==> src/dsb_pkg.sv <==
`default_nettype none
package dsb_pkg;
   // frame type codes carried in byte 0 of the first word
   localparam logic [7:0] FRAME_DMA_SETUP = 8'h41;
   localparam logic [7:0] FRAME_SELFTEST = 8'h58;
   // dma setup frame length in words
   localparam logic [2:0] DMA_SETUP_WORDS = 3'h7;
   // selftest frame: mode byte position in word 0
   localparam int SELFTEST_MODE_LSB = 16;
   // supported loopback mode bits, others unsupported
   localparam logic [7:0] SELFTEST_SUPPORTED = 8'hFF;
   localparam logic [7:0] SELFTEST_RESET_MODE = 8'h00;
   localparam logic [31:0] WORD_RESET = 32'h0000_0000;

   typedef struct packed {
      logic valid;
      logic sof;
      logic eof;
      logic crc_err;
      logic [31:0] data;
   } dsb_word_t;

   typedef struct packed {
      logic [31:0] w0;
      logic [31:0] w1;
      logic [31:0] w2;
      logic [31:0] w3;
      logic [31:0] w4;
      logic [31:0] w5;
      logic [31:0] w6;
   } dsb_setup_t;

   typedef enum logic [1:0] {
      ST_IDLE,
      ST_DMA_SETUP,
      ST_SELFTEST_CHECK,
      ST_SELFTEST_NOTIFY
   } dsb_state_t;
endpackage : dsb_pkg
`default_nettype wire

==> src/dsb_mode_check.sv <==
`timescale 1ns/100ps
`default_nettype none
module dsb_mode_check (
   input wire logic [7:0] mode,
   output logic valid
);
   // mode must be nonzero and only use supported bits
   assign valid = (mode != 8'h00) && ((mode & ~dsb_pkg::SELFTEST_SUPPORTED) == 8'h00);
endmodule : dsb_mode_check
`default_nettype wire

==> src/dsb_rx.sv <==
`timescale 1ns/100ps
`default_nettype none
module dsb_rx (
   input wire logic sys_clk,
   input wire logic reset,
   input wire logic clk_en,
   input wire dsb_pkg::dsb_word_t link_word,
   input wire logic link_illegal,
   output logic link_ready,
   output logic link_err_status,
   output logic app_setup_strobe,
   output dsb_pkg::dsb_setup_t app_setup,
   output logic app_loop_strobe,
   output logic [7:0] app_loop_mode,
   output logic busy
);
   dsb_pkg::dsb_state_t state_r, state_nxt;
   // last word goes straight to the output, so only six are held
   logic [31:0] hold_r [0:5];
   logic [2:0] cnt_r;
   logic err_r;
   logic [7:0] mode_r;
   logic setup_strobe_r, err_status_r, loop_strobe_r;
   dsb_pkg::dsb_setup_t setup_out_r;
   logic [7:0] loop_mode_r;

   wire logic start = clk_en && link_word.valid && link_word.sof;
   wire logic [7:0] ftype = link_word.data[7:0];
   wire logic is_setup = start && ftype == dsb_pkg::FRAME_DMA_SETUP;
   wire logic is_self = start && ftype == dsb_pkg::FRAME_SELFTEST;
   wire logic word_in = clk_en && link_word.valid;
   wire logic last = word_in && link_word.eof;
   // sof word is taken in idle, so the eof word arrives with cnt_r at length minus two
   wire logic frame_err = err_r || link_word.crc_err || cnt_r != 3'(dsb_pkg::DMA_SETUP_WORDS - 3'h2);
   wire logic mode_ok;

   dsb_mode_check u_chk (
      .mode(mode_r),
      .valid(mode_ok)
   );

   // no flow control ever: link may stream at full rate
   assign link_ready = 1'b1;
   assign link_err_status = err_status_r;
   assign app_setup_strobe = setup_strobe_r;
   assign app_setup = setup_out_r;
   assign app_loop_strobe = loop_strobe_r;
   assign app_loop_mode = loop_mode_r;
   assign busy = state_r != dsb_pkg::ST_IDLE;

   always_comb begin
      state_nxt = state_r;
      case (state_r)
         dsb_pkg::ST_IDLE: begin
            if (is_setup && !link_word.eof) state_nxt = dsb_pkg::ST_DMA_SETUP;
            else if (is_self) state_nxt = dsb_pkg::ST_SELFTEST_CHECK;
         end
         dsb_pkg::ST_DMA_SETUP: begin
            if (link_illegal) state_nxt = dsb_pkg::ST_IDLE;
            else if (last) state_nxt = dsb_pkg::ST_IDLE;
         end
         dsb_pkg::ST_SELFTEST_CHECK: begin
            if (link_illegal) state_nxt = dsb_pkg::ST_IDLE;
            else if (err_r) state_nxt = dsb_pkg::ST_IDLE;
            else if (mode_ok) state_nxt = dsb_pkg::ST_SELFTEST_NOTIFY;
            else state_nxt = dsb_pkg::ST_IDLE;
         end
         dsb_pkg::ST_SELFTEST_NOTIFY: state_nxt = dsb_pkg::ST_IDLE;
         default: state_nxt = dsb_pkg::ST_IDLE;
      endcase
   end

   always_ff @(posedge sys_clk or posedge reset) begin
      if (reset) state_r <= dsb_pkg::ST_IDLE;
      else if (clk_en) state_r <= state_nxt;
   end

   // capture words; frame error accumulates across the frame
   always_ff @(posedge sys_clk or posedge reset) begin
      if (reset) begin
         cnt_r <= 3'h0;
         err_r <= 1'b0;
         mode_r <= dsb_pkg::SELFTEST_RESET_MODE;
      end else if (clk_en) begin
         if (state_r == dsb_pkg::ST_IDLE && start) begin
            cnt_r <= 3'h0;
            err_r <= link_word.crc_err || (is_self && !link_word.eof);
            mode_r <= link_word.data[dsb_pkg::SELFTEST_MODE_LSB +: 8];
         end else if (state_r == dsb_pkg::ST_DMA_SETUP && word_in) begin
            cnt_r <= cnt_r + 3'h1;
            err_r <= err_r || link_word.crc_err || cnt_r == 3'(dsb_pkg::DMA_SETUP_WORDS - 3'h1);
         end
      end
   end

   // holding registers, released only on clean receipt
   always_ff @(posedge sys_clk) begin
      if (clk_en && state_r == dsb_pkg::ST_IDLE && is_setup) hold_r[0] <= link_word.data;
      else if (clk_en && state_r == dsb_pkg::ST_DMA_SETUP && word_in && cnt_r < 3'h5)
         hold_r[cnt_r + 3'h1] <= link_word.data;
   end

   always_ff @(posedge sys_clk or posedge reset) begin
      if (reset) begin
         setup_strobe_r <= 1'b0;
         err_status_r <= 1'b0;
         loop_strobe_r <= 1'b0;
         loop_mode_r <= dsb_pkg::SELFTEST_RESET_MODE;
         setup_out_r <= '0;
      end else if (clk_en) begin
         setup_strobe_r <= 1'b0;
         err_status_r <= 1'b0;
         loop_strobe_r <= 1'b0;
         if (state_r == dsb_pkg::ST_DMA_SETUP && last && !link_illegal) begin
            if (!frame_err) begin
               setup_strobe_r <= 1'b1;
               setup_out_r <= {hold_r[0], hold_r[1], hold_r[2], hold_r[3], hold_r[4], hold_r[5],
                               link_word.data};
            end else begin
               err_status_r <= 1'b1;
            end
         end
         if (state_r == dsb_pkg::ST_SELFTEST_NOTIFY) begin
            loop_strobe_r <= 1'b1;
            loop_mode_r <= mode_r;
         end
      end
   end
endmodule : dsb_rx
`default_nettype wire

==> config.mk <==
export PLATFORM = sky130hd
export DESIGN_NAME = dsb_rx
export DESIGN_NICKNAME = d
export VERILOG_FILES = /design/src/dsb_pkg.sv /design/src/dsb_mode_check.sv /design/src/dsb_rx.sv
export SDC_FILE = /design/constraint.sdc
export NUM_CORES = 1
export LEC_CHECK = 0
export ABC_AREA = 1
export BUFFER_PORTS_ARGS = -buffer_cell sky130_fd_sc_hd__clkbuf_2
export CORE_ASPECT_RATIO = 1.75
export CORE_MARGIN = 3
export CORE_UTILIZATION = 51
export CTS_CLUSTER_DIAMETER = 200
export CTS_CLUSTER_SIZE = 25
export DETAILED_ROUTE_END_ITERATION = 6
export GPL_TIMING_DRIVEN = 0
export HOLD_SLACK_MARGIN = 0.12
export PLACE_DENSITY = 0.74
export SKIP_CTS_REPAIR_TIMING = 1
export SLEW_MARGIN = 20
export SYNTH_ARGS = -nofsm -noshare
export SYNTH_HDL_FRONTEND = slang
export SYNTH_SLANG_ARGS = --single-unit
==> constraint.sdc <==
create_clock -name sys_clk -period 7 [get_ports sys_clk]
set_input_delay 0.35 -clock sys_clk [delete_from_list [all_inputs] [get_ports sys_clk]]
set_output_delay 0.35 -clock sys_clk [all_outputs]
set_load 0.01 [all_outputs]
# After elaboration in Yosys (flattened, before gate mapping)
# Memories as Yosys holds them, arrays and structs flattened. A register that Yosys moved wholly into a read port is not among the register bits.
# Cells that the tools add are included.
[word_totals]
reg_bits = 57
word_cells = 79
memories = 1
mem_bits_rw = 192
output_inout_bits = 237
in_bits = 40
[classes]
order_cmp = 1
n_addsub = 1
reduce_logical = 32
n_mux = 25
n_bitwise = 1
n_eq_ne = 9
[memory_table]
columns = ["name", "words", "word_bits", "rd", "rd_ports_with_merged_regs", "wr", "line_no", "rtl"]
rows = [
  ["hold_r", 6, 32, 6, 6, 1, "dsb_rx.sv:19", "logic [31:0] hold_r [0:5];"],
]
[ops]
columns = ["op", "count"]
rows = [
  ["$mux 32", 1],
  ["$reduce_or 32->1", 1],
  ["$eq 8x7->1 const B", 2],
  ["$logic_and 1x1->1", 16],
  ["$mux 2", 7],
  ["$mux 1", 13],
  ["$mux 3", 3],
  ["$ne 3x3->1 const B", 3],
  ["$pmux 2 s4", 1],
  ["$reduce_bool 8->1", 1],
  ["$reduce_and 2->1", 3],
  ["$reduce_and 3->1", 2],
  ["$eq 2x2->1 const B", 2],
  ["$logic_or 1x1->1", 4],
  ["$reduce_bool 2->1", 2],
  ["$add 3x1->3 const B", 1],
  ["$eq 3x3->1 const B", 1],
  ["$lt 3x3->1 const B", 1],
  ["$eq 2x1->1 const B", 1],
  ["$logic_not 1->1", 2],
  ["$logic_not 2->1", 1],
  ["$not 1->1", 1],
]

# Depth between registers and ports, before layout
# Gate-level depths: netlist of run 1.
[depth]
depth_word = 9
mapped_depth = 9
ltp_nobuf = 9

# Cells and area by module
# A second synthesis of run 1 with hierarchy kept.
[hier_totals]
hier_cells = 1291
area_unflattened_um2 = 15867.7
[by_module_without_submodules]
columns = ["module", "cells_per_inst", "n_inst", "seq_area_each_um2", "area_each_um2"]
rows = [
  ["dsb_rx", 1276, 1, 11996.5, 15811.4],
  ["dsb_mode_check", 15, 1, 0.0, 56.3],
]

# Worst setup path before layout of run 1
# No wires, ideal clock.
[synth_path]
path_type = "register to register"
startpoint = "register cnt_r[0]"
endpoint = "memory hold_r[0][0], enable pin"
arrival_ps = 3416
setup_time_ps = 470
path_buffers = 0
stages_incl_launch_ff = 5
synth_period_minus_slack_ps = 3886
path_slack_ps = 3114
t_required_ps = 6530
cell_sequence = "dfrtp_1 > ha_1 > xnor2_1 > a21oi_1 > a211oi_1"
[synth_via]
elab_chain_len = 7
elab_cells_between_ends = 9
classes_between = "1 x add/sub; 1 x order compare; 5 x mux; 2 x reduce/logical"
[synth_rtl]
columns = ["element", "line_no", "rtl"]
rows = [
  ["from (decl)", "dsb_rx.sv:20", "logic [2:0] cnt_r;"],
  ["from (signal assigned)", "dsb_rx.sv:90", "cnt_r <= cnt_r + 3'h1;"],
  ["$lt 3x3->1", "dsb_rx.sv:99", "else if (clk_en && state_r == dsb_pkg::ST_DMA_SETUP && word_in && cnt_r < 3'h5)"],
  ["$logic_and 1x1->1", "dsb_rx.sv:99", ""],
  ["$mux 1", "dsb_rx.sv:99", ""],
  ["$mux 1", "dsb_rx.sv:98", "if (clk_en && state_r == dsb_pkg::ST_IDLE && is_setup) hold_r[0] <= link_word.data;"],
  ["$mux 1 (implied by the code)", "dsb_rx.sv:100", "hold_r[cnt_r + 3'h1] <= link_word.data;"],
  ["$reduce_or 32->1 (no line)", "n/a", ""],
  ["$mux 3 (no line) / $mux 1 (equally long branches)", "n/a", ""],
  ["to (decl)", "dsb_rx.sv:19", ""],
]
# Several ways; a longest one is shown, not always the timed one.

# Final worst setup path of run 1
[layout_path]
startpoint = "register cnt_r[0]"
endpoint = "memory hold_r[0][24], enable pin"
# The elaborated chain is that of the path after synthesis.

==> results of run 1 <==
## state kept, by name, indices dropped and copies added (netlist names)
signal / cells
mode_r: 8
hold_r: 192
app_setup_strobe: 1
link_err_status: 1
cnt_r: 3
app_loop_mode: 8
app_loop_strobe: 1
app_setup: 224
err_r: 1
state_r: 2
## worst max-delay path by stage
stage | to | slack, ps | start
2_1_floorplan | hold_r[0][0] | 3110 | cnt_r[0]
3_3_place_gp | hold_r[0][23] | 810 | link_word[1]
3_5_place_dp | hold_r[0][23] | 4460 | link_word[1]
4_1_cts | hold_r[0][22] | 4480 | cnt_r[0]
5_1_grt | hold_r[3][25] | 4310 | clk_en
6_report | hold_r[0][24] | 4460 | cnt_r[0]
## worst max-delay path, delay by kind of cell, from the launching register on
kind	cells	cell delay [ps]
compound gates	2	810
flops	1	540
xor+xnor	1	300
fa+ha+maj	1	290
buf+inv	1	280
## per-stage QoR
step                 util  worst slack (ps)
floorplan               -              3110
global placement    0.581               812
detailed placement  0.592              4460
CTS                 0.611              4480
global route        0.611              4310
finish              0.611              4460
## power by group through the flow
stage	Combinational, mW	Clock [mW]	Sequential, mW
global placement	0.295	0	2.90
detailed placement	0.324	0	2.90
finish	0.321	1.35	2.85
floorplan	0.157	0	2.90
CTS	0.326	1.38	2.85
global route	0.363	1.47	2.86
## final cells by class
cell class | count | area share
buffer | 53 | 0.0279
clock buffer | 35 | 0.0297
clock inverter | 1 | 0.000579
inverter | 243 | 0.0471
multi-input combinational | 557 | 0.165
sequential | 441 | 0.616
tap | 396 | 0.0255
timing repair buffer | 295 | 0.0879
## logic make-up (layout without fill, tap and decap cells)
| family | count (synthesis) | after routing | synth area share |
|---|---|---|---|
| flops | 441 | 441 | 0.722 |
| simple gates | 298 | 298 | 0.0714 |
| buf+inv | 296 | 627 | 0.0876 |
| compound gates | 254 | 254 | 0.116 |
| fa+ha+maj | 3 | 3 | 0.00226 |
| other cells | 1 | 1 | 0.000226 |
| xor+xnor | 1 | 1 | 0.000527 |
## placed cells by master (no fill, tap or decap), types with 3 or more instances in the layout
cell type	Yosys	routed
buf_16	0	3
nand3_1	12	12
o21ai_1	46	46
inv_1	243	242
nor2_1	16	12
buf_6	45	47
a21oi_1	3	3
nor2_4	0	4
nand4_1	3	3
o21ai_0	28	28
buf_12	0	9
clkbuf_1	5	19
dfrtp_1	249	249
o21ai_2	174	174
clkbuf_16	0	21
buf_4	1	5
edfxtp_1	192	192
clkbuf_2	0	275
nand2_1	259	259
ha_1	3	3
## per-layer routing
| layer | vias up | share of wire | global-route usage |
|---|---|---|---|
| met5 | - | 0 | 0 |
| li1 | 4751 | - | - |
| met1 | 5099 | 0.37 | 0.278 |
| met2 | 307 | 0.53 | 0.425 |
| met4 | 0 | 0.044 | 0.0999 |
| met3 | 84 | 0.055 | 0.0378 |
==> impl_results.md, run 1 <==
- Status: completed
- Synth top area share: 0.375
- Area of placed instances: approximately 0.019 mm^2
- Reg-to-reg endpoint: hold_r[0][24]
- Area leader, netlist: dfrtp_1
- Required time worst endpoint: 7240 ps
- FF-to-FF path depth: 5
- Synth Warn #: 0
- Die Area: 0.0349 mm^2
- Switching power: around 1.1 mW
- Sequential element share of the synthesized area: 0.722
- Nets: around 1,700
- I/O Pins: ~280
- FF-to-FF Start: cnt_r[0]
- Slew @ Worst Pin: 720 ps
- Post-synth cell types: 26
- CTS buffer count: 21
- Mean Syn Cell Area: 12.8 um^2
- PortBufs: about 280
- Fin crit share: 0.363
- Worst vdd ir: around 0.24 mV
- First-pass GRT wire length: between 60 and 70 mm
- Max Slew Vio Count: 0
- GR Overflow Total: 0
- Initial core utilization: 0.522
- Antenna cells: 0
- Site Rows: 86
- Placed insts: approximately 2,000
- Finished Cell Area: between 0.015 and 0.02 mm^2
- Wirelength per Cell: approximately 20 um
- Vias: slightly above 10,000
- CTS HTree Levels: 1
- Slowest CP cell: a211oi_4
- EDFF count, synth: ~190
- Synth top area cells: dfrtp_1 (37%), edfxtp_1 (35%), o21ai_2 (9.2%)
- R2R Setup Slk: approximately 4500 ps
- Reg power frac: 0.630
- Hold WC Path Type: in2reg
- Crit path max fanout: 12
- Multi-input gate area: roughly 0.0032 mm^2
- CTS tree: built
- Die width: between 100 and 150 um
- Critical Path Max Stage Delay: 610 ps
- Most numerous cell in the Yosys netlist: nand2_1
- WHS Endpoint: link_err_status
- Clock power share: 0.299
- Syn Nets: 1,337
- Internal: 3.47 mW
- Die span in y: 245 um
- Drt via density: approximately 5.1
- Final-layout fill cell count: approximately 2,500
- Startpoint types: register
- Setup violators final: 0
- Initial antenna violation count: 0
- Slew headroom: 0.519
- Core ar.: 0.0319 mm^2
- Fin cells: between 2,000 and 2,500
- Tot GR Track Use: 0.236
- Static Leak: 9.47 nW
- Syn Std Cell Area: about 0.017 mm^2
- TNS Setup: 0 ps
- Drt first pass iters: 5
- Hold Vio Cnt, Final: 0
- Clock buffer depth: 3
- Number of global-route vias before repair: about 10,000
- Crit-path cells: ha_1, xnor2_1, a21oi_1, a211oi_4, buf_6
- Syn Inst Count: roughly 1,300
- Unrepaired setup endpoints after global routing: false
- Hold wc startpoint: link_word[33]
- Switching part of the total power: 0.233
- Overall power: 4.52 mW
- Root buffer cell: clkbuf_16
- Top_reg_cell synth: dfrtp_1
- Hold path depth: 3
- Ys async rst share: 0.565
- CP Capture Type: register
- WHS: 118 ps
- Initial DRC count: between 400 and 500
- Arr. time, crit path: between 2000 and 3000 ps
- Post-Route Skew: 13.5 ps
- Clock Sinks: 441
- Sequential cell area: between 0.01 and 0.015 mm^2
- Area growth, synth to finish: 17.1%
- Clk slew on worst S/H paths: 100 ps
- Largest net degree at the start of global routing: 35
- DRT Wirelength: approximately 41 mm
- DRT antenna net count: 0
- Layout cells sized above 1: 0.337
- Detailed placement HPWL: between 30 and 40 mm
- Min Clock Period, post-route: 2540 ps
- Clk_lat worst skew: between 500 and 600 ps
- DRC: 0
- Logic pwr share: 0.071
- CP Class: reg2reg
- Yosys reg bits: 441
- Max_cap viols: 0
- Leading cell types by count after synthesis: nand2_1 (259), dfrtp_1 (249), inv_1 (243)
- Placer Congestion: 0.802
- Fmax: a little under 0.4 GHz
- Power density over the cells: around 230 mW/mm^2
No activity file was read; power rests on OpenSTA's default activity.
==> inputs of run 2 (changes only) <==
==> constraint.sdc (replaced) <==
create_clock -name sys_clk -period 2.3 [get_ports sys_clk]
set_input_delay 0.115 -clock sys_clk [delete_from_list [all_inputs] [get_ports sys_clk]]
set_output_delay 0.115 -clock sys_clk [all_outputs]
set_load 0.01 [all_outputs]
==> impl_results.md, run 2 (same netlist as run 1, synthesis figures left out) <==
- CP Class: reg2reg
- Sequential cell area: 0.0120 mm^2 (about the same)
- Static Leak: 9.69 nW (+2.3%)
- CTS tree: built
- Clock Sinks: 441 (unchanged)
- Max Slew Vio Count: 0 (unchanged)
- First-pass GRT wire length: 62.1 mm (+0.10%)
- I/O Pins: 277 (unchanged)
- Initial core utilization: 0.522 (unchanged)
- Drt via density: 5.04 (-0.58%)
- Nets: 1,703 (+2.9%)
- Detailed placement HPWL: 30.3 mm (+0.45%)
- Min Clock Period, post-route: 2120 ps (-423 ps)
- Clock buffer depth: 3 (unchanged)
- Core ar.: 0.0319 mm^2 (unchanged)
- Die width: 142 um (unchanged)
- DRT antenna net count: 0 (unchanged)
- Placer Congestion: 0.812 (+1.4%)
- Fin cells: 2,068 (+2.3%)
- WHS: 106 ps (-11.5 ps)
- Largest register FFs: 224 (unchanged)
- Antenna cells: 0 (unchanged)
- CP Capture Type: register
- DRC: 0 (unchanged)
- Drt first pass iters: 5 (unchanged)
- CTS HTree Levels: 1 (unchanged)
- Largest net degree at the start of global routing: 34 (-2.9%)
- Fmax: 0.472 GHz (+20%)
- Overall power: 13.8 mW (+210%)
- PortBufs: 275 (unchanged)
- Wirelength per Cell: 20.3 um (about the same)
- Max_cap viols: 0 (unchanged)
- Fin crit share: 0.922 (+0.559)
- Slew headroom: 0.518 (-0.00117)
- Root buffer cell: clkbuf_16
- Arr. time, crit path: 2360 ps (-420 ps)
- Initial antenna violation count: 0 (unchanged)
- Power density over the cells: 692 mW/mm^2 (+200%)
- Status: completed
- Crit. Startpoint: state_r[1]
- Area growth, synth to finish: 20.3%
- Finished Cell Area: 0.0200 mm^2 (+2.7%)
- FF-to-FF path depth: 8 (+3)
- Post-Route Skew: 14.3 ps (+0.844 ps)
- Post-Route Utilization: 0.627 (+0.0163)
- Site Rows: 86 (unchanged)
- GR Overflow Total: 0 (unchanged)
- Reg-to-reg endpoint: hold_r[5][16]
- DRT Wirelength: 42.0 mm (+2.3%)
- Die Area: 0.0349 mm^2 (unchanged)
- Vias: 10,400 (+1.7%)
- Worst vdd ir: 0.663 mV (+180%)
- Die span in y: 245 um (unchanged)
- R2R Setup Slk: 180 ps (-4280 ps)
- Hold WC Path Type: in2reg
- Final-layout fill cell count: 2,416 (-1.9%)
- Most frequent cells in the layout: clkbuf_2 (275), nand2_1 (259), dfrtp_1 (248), inv_1 (242), edfxtp_1 (192)
- Hold Vio Cnt, Final: 0 (unchanged)
- Hold wc startpoint: link_illegal
- Worst Slack Setup Final: 179 ps (-4280 ps)
- CTS buffer count: 21 (unchanged)
- Commonest non-fill, non-tap cell in the layout: clkbuf_2
- Number of global-route vias before repair: 10,600 (+1.8%)
- Area of placed instances: 0.0189 mm^2 (about the same)
- Tot GR Track Use: 0.235 (-0.00185)
- Setup violators final: 0 (unchanged)
- Placed insts: 1,980 (-0.15%)
- Clk_lat worst skew: 540 ps (about the same)
- FF-to-FF Start: state_r[1]
- Clk slew on worst S/H paths: 90 ps (about the same)
- Multi-input gate area: 0.00323 mm^2 (+0.62%)
- Layout cells sized above 1: 0.337 (-0.000508)
- Place WS: -458 ps (-4920 ps)
- Required time worst endpoint: 2540 ps (-4700 ps)
- TNS Setup: 0 ps (unchanged)
- Startpoint types: register
- Crit path max fanout: 6 (-6)
- Initial DRC count: 540 (+8.2%)
- Unrepaired setup endpoints after global routing: false
- Crit path to: hold_r[5][16]
- Slew @ Worst Pin: 722 ps (+2.55 ps)
run 2: cell types whose count changed in the layout (fill, tap and decap cells not counted), sizes merged:
| cell | delta |
|---|---|
| buf | +11 |
| dlygate4sd3 | +37 |
| clkbuf | -1 |
run 2: worst min path at each step:
stage | end | slack, ps | cells after the start
after floorplan | hold_r[0][0] | 210 | 0
after global placement | app_loop_strobe | 400 | 2
after detailed placement | app_setup[86] | 260 | 2
after CTS | app_setup[76] | -330 | 2
after global routing | state_r[0] | 160 | 7
final | state_r[1] | 110 | 5
run 2: critical path, stage by stage (launching register included):
cell	delay [ps]
dfrtp_1	430
inv_1	90
nand2_1	90
nor2_1	210
nand2_1	260
nor2_1	160
nand2_1	150
nor2_4	220
buf_4	220
run 2: final cells by class:
class / instances / area share
Buffer: 53 / 0.0272
Clock buffer: 34 / 0.0287
Clock inverter: 1 / 0.000564
Inverter: 243 / 0.0458
Multi-Input combinational cell: 557 / 0.162
Sequential cell: 441 / 0.600
Tap cell: 396 / 0.0248
Timing Repair Buffer: 343 / 0.111
run 2: routing by layer:
metal	track usage	share of wire	vias up
met2	0.420	0.54	308
met1	0.275	0.36	5168
met3	0.0366	0.053	94
li1	-	-	4848
met5	0	0	-
met4	0.106	0.048	0
run 2: report_power, final:
group | internal, mW | switching (mW)
clock | 1.74 | 2.34
combinational | 0.379 | 0.689
sequential | 8.49 | 0.183
total | 10.6 | 3.21
==> inputs of run 3 (changes only) <==
--- a/config.mk
+++ b/config.mk
@@ -9,13 +9,13 @@
 export BUFFER_PORTS_ARGS = -buffer_cell sky130_fd_sc_hd__clkbuf_2
 export CORE_ASPECT_RATIO = 1.75
 export CORE_MARGIN = 3
-export CORE_UTILIZATION = 51
+export CORE_UTILIZATION = 60
 export CTS_CLUSTER_DIAMETER = 200
 export CTS_CLUSTER_SIZE = 25
 export DETAILED_ROUTE_END_ITERATION = 6
 export GPL_TIMING_DRIVEN = 0
 export HOLD_SLACK_MARGIN = 0.12
-export PLACE_DENSITY = 0.74
+export PLACE_DENSITY = 0.82
 export SKIP_CTS_REPAIR_TIMING = 1
 export SLEW_MARGIN = 20
 export SYNTH_ARGS = -nofsm -noshare
==> constraint.sdc (replaced) <==
create_clock -name sys_clk -period 2.7 [get_ports sys_clk]
set_input_delay 0.135 -clock sys_clk [delete_from_list [all_inputs] [get_ports sys_clk]]
set_output_delay 0.135 -clock sys_clk [all_outputs]
set_load 0.01 [all_outputs]
==> impl_results.md, run 3 (same netlist as run 1, synthesis figures left out) <==
- Crit path max fanout: 13 (+7)
- Clock Sinks: 441 (unchanged)
- Commonest non-fill, non-tap cell in the layout: clkbuf_2
- Largest net degree at the start of global routing: 37 (+8.8%)
- FF-to-FF path depth: 5 (-3)
- Layout cells sized above 1: 0.329 (-0.00780)
- Placer Congestion: 0.843 (+3.7%)
- Setup violators final: 0 (unchanged)
- Hold wc startpoint: link_word[35]
- WHS Endpoint: cnt_r[0]
- FF-to-FF Start: cnt_r[0]
- Static Leak: 9.63 nW (-0.55%)
- CTS buffer count: 21 (unchanged)
- Status: completed
- Slew headroom: 0.483 (-0.0346)
- Die width: 132 um (-7.5%)
- Initial antenna violation count: 0 (unchanged)
- Die Area: 0.0298 mm^2 (-15%)
- CP Class: reg2reg
- Root buffer cell: clkbuf_16
- WHS: 139 ps (+33.0 ps)
- First-pass GRT wire length: 61.9 mm (-0.28%)
- Clock buffer depth: 3 (unchanged)
- Most frequent cells in the layout: clkbuf_2 (275), nand2_1 (259), dfrtp_1 (249), inv_1 (242), edfxtp_1 (192)
- Area growth, synth to finish: 19.4%
- CTS HTree Levels: 1 (unchanged)
- Power density over the cells: 594 mW/mm^2 (-14%)
- Reg-to-reg endpoint: hold_r[0][25]
- DRT Wirelength: 42.0 mm (+0.13%)
- R2R Setup Slk: 80 ps (-100 ps)
- Hold Vio Cnt, Final: 0 (unchanged)
- Number of global-route vias before repair: 10,800 (+1.6%)
- Slew @ Worst Pin: 773 ps (+51.0 ps)
- Core ar.: 0.0273 mm^2 (-14%)
- Clk_lat worst skew: 530 ps (about the same)
- Startpoint types: register
- Vias: 10,700 (+2.4%)
- I/O Pins: 277 (unchanged)
- Worst vdd ir: 0.597 mV (-9.9%)
- Initial DRC count: 690 (+28%)
- Drt via density: 5.25 (+4.2%)
- Required time worst endpoint: 2940 ps (+400 ps)
- PortBufs: 275 (unchanged)
- CTS tree: built
- DRC: 0 (unchanged)
- Final-layout fill cell count: 1,801 (-25%)
- Clk slew on worst S/H paths: 100 ps (about the same)
- Wirelength per Cell: 20.7 um (+1.9%)
- Max Slew Vio Count: 0 (unchanged)
- Initial core utilization: 0.608 (+0.0864)
- GR Overflow Total: 0 (unchanged)
- Min Clock Period, post-route: 2620 ps (+497 ps)
- Max_cap viols: 0 (unchanged)
- Post-Route Utilization: 0.726 (+0.0988)
- Fin crit share: 0.970 (+0.0477)
- Hold path depth: 5 (unchanged)
- Hold WC Path Type: in2reg
- Arr. time, crit path: 2860 ps (+500 ps)
- Post-Route Skew: 11.0 ps (-3.29 ps)
- Fmax: 0.382 GHz (-19%)
- Largest register FFs: 224 (unchanged)
- Die span in y: 226 um (-7.6%)
- Detailed placement HPWL: 30.1 mm (-0.66%)
- Tot GR Track Use: 0.275 (+0.0403)
- CP Capture Type: register
- Nets: 1,692 (-0.65%)
- Site Rows: 80 (-7.0%)
- Drt first pass iters: 5 (unchanged)
- Antenna cells: 0 (unchanged)
- DRT antenna net count: 0 (unchanged)
## run 3: metrics by stage
step	power, mW	instances	setup slack [ps]	setup TNS, ps	cell area [um^2]
final	11.8	2032	81.9	0	19800
after CTS	11.8	1992	113	0	19400
after global routing	12.2	2032	-5.74	-19.5	19800
after detailed placement	8.37	1955	126	0	18900
after global placement	8.27	1938	-2220	-630870	18500
after floorplan	7.94	1294	-709	-176470	16700
## run 3: worst max-delay path by stage
stage	from	endpoint	slack, ps	cells past startpoint
after floorplan	reset	app_loop_mode[0]	-710	1
after global placement	reset	app_setup[7]	-2220	2
after detailed placement	cnt_r[0]	hold_r[0][25]	130	5
after CTS	cnt_r[0]	hold_r[0][18]	110	5
after global routing	cnt_r[0]	hold_r[0][18]	-6	5
final	cnt_r[0]	hold_r[0][25]	80	5
## run 3: layout make-up
cell class | count | area [um^2] | area share
Sequential cell | 441 | 12000 | 0.605
Multi-Input combinational cell | 557 | 3220 | 0.162
Timing Repair Buffer | 332 | 2120 | 0.107
Inverter | 243 | 916 | 0.0462
Clock buffer | 36 | 582 | 0.0293
Buffer | 53 | 543 | 0.0274
Tap cell | 369 | 462 | 0.0233
Clock inverter | 1 | 11.3 | 0.000567
## run 3: worst max-delay path: stages (launching register included)
cell and delay, ps:
dfrtp_1 620, inv_1 160, ha_1 400, a21oi_1 190
a211oi_4 660, buf_6 290
## run 3: power breakdown
group          switching [mW]  total (mW)  internal (mW)  leakage [nW]
combinational           0.595       0.899          0.304          4.19
clock                    2.00        3.50           1.50         0.283
sequential              0.162        7.39           7.23          5.16
total                    2.76        11.8           9.03          9.63
## run 3: per-layer routing
layer	vias up	global-route usage	routed length, um
li1	4821	-	-
met1	5314	0.313	14700
met2	424	0.515	23100
met3	106	0.0419	2430
met4	0	0.117	1840
met5	-	0	0
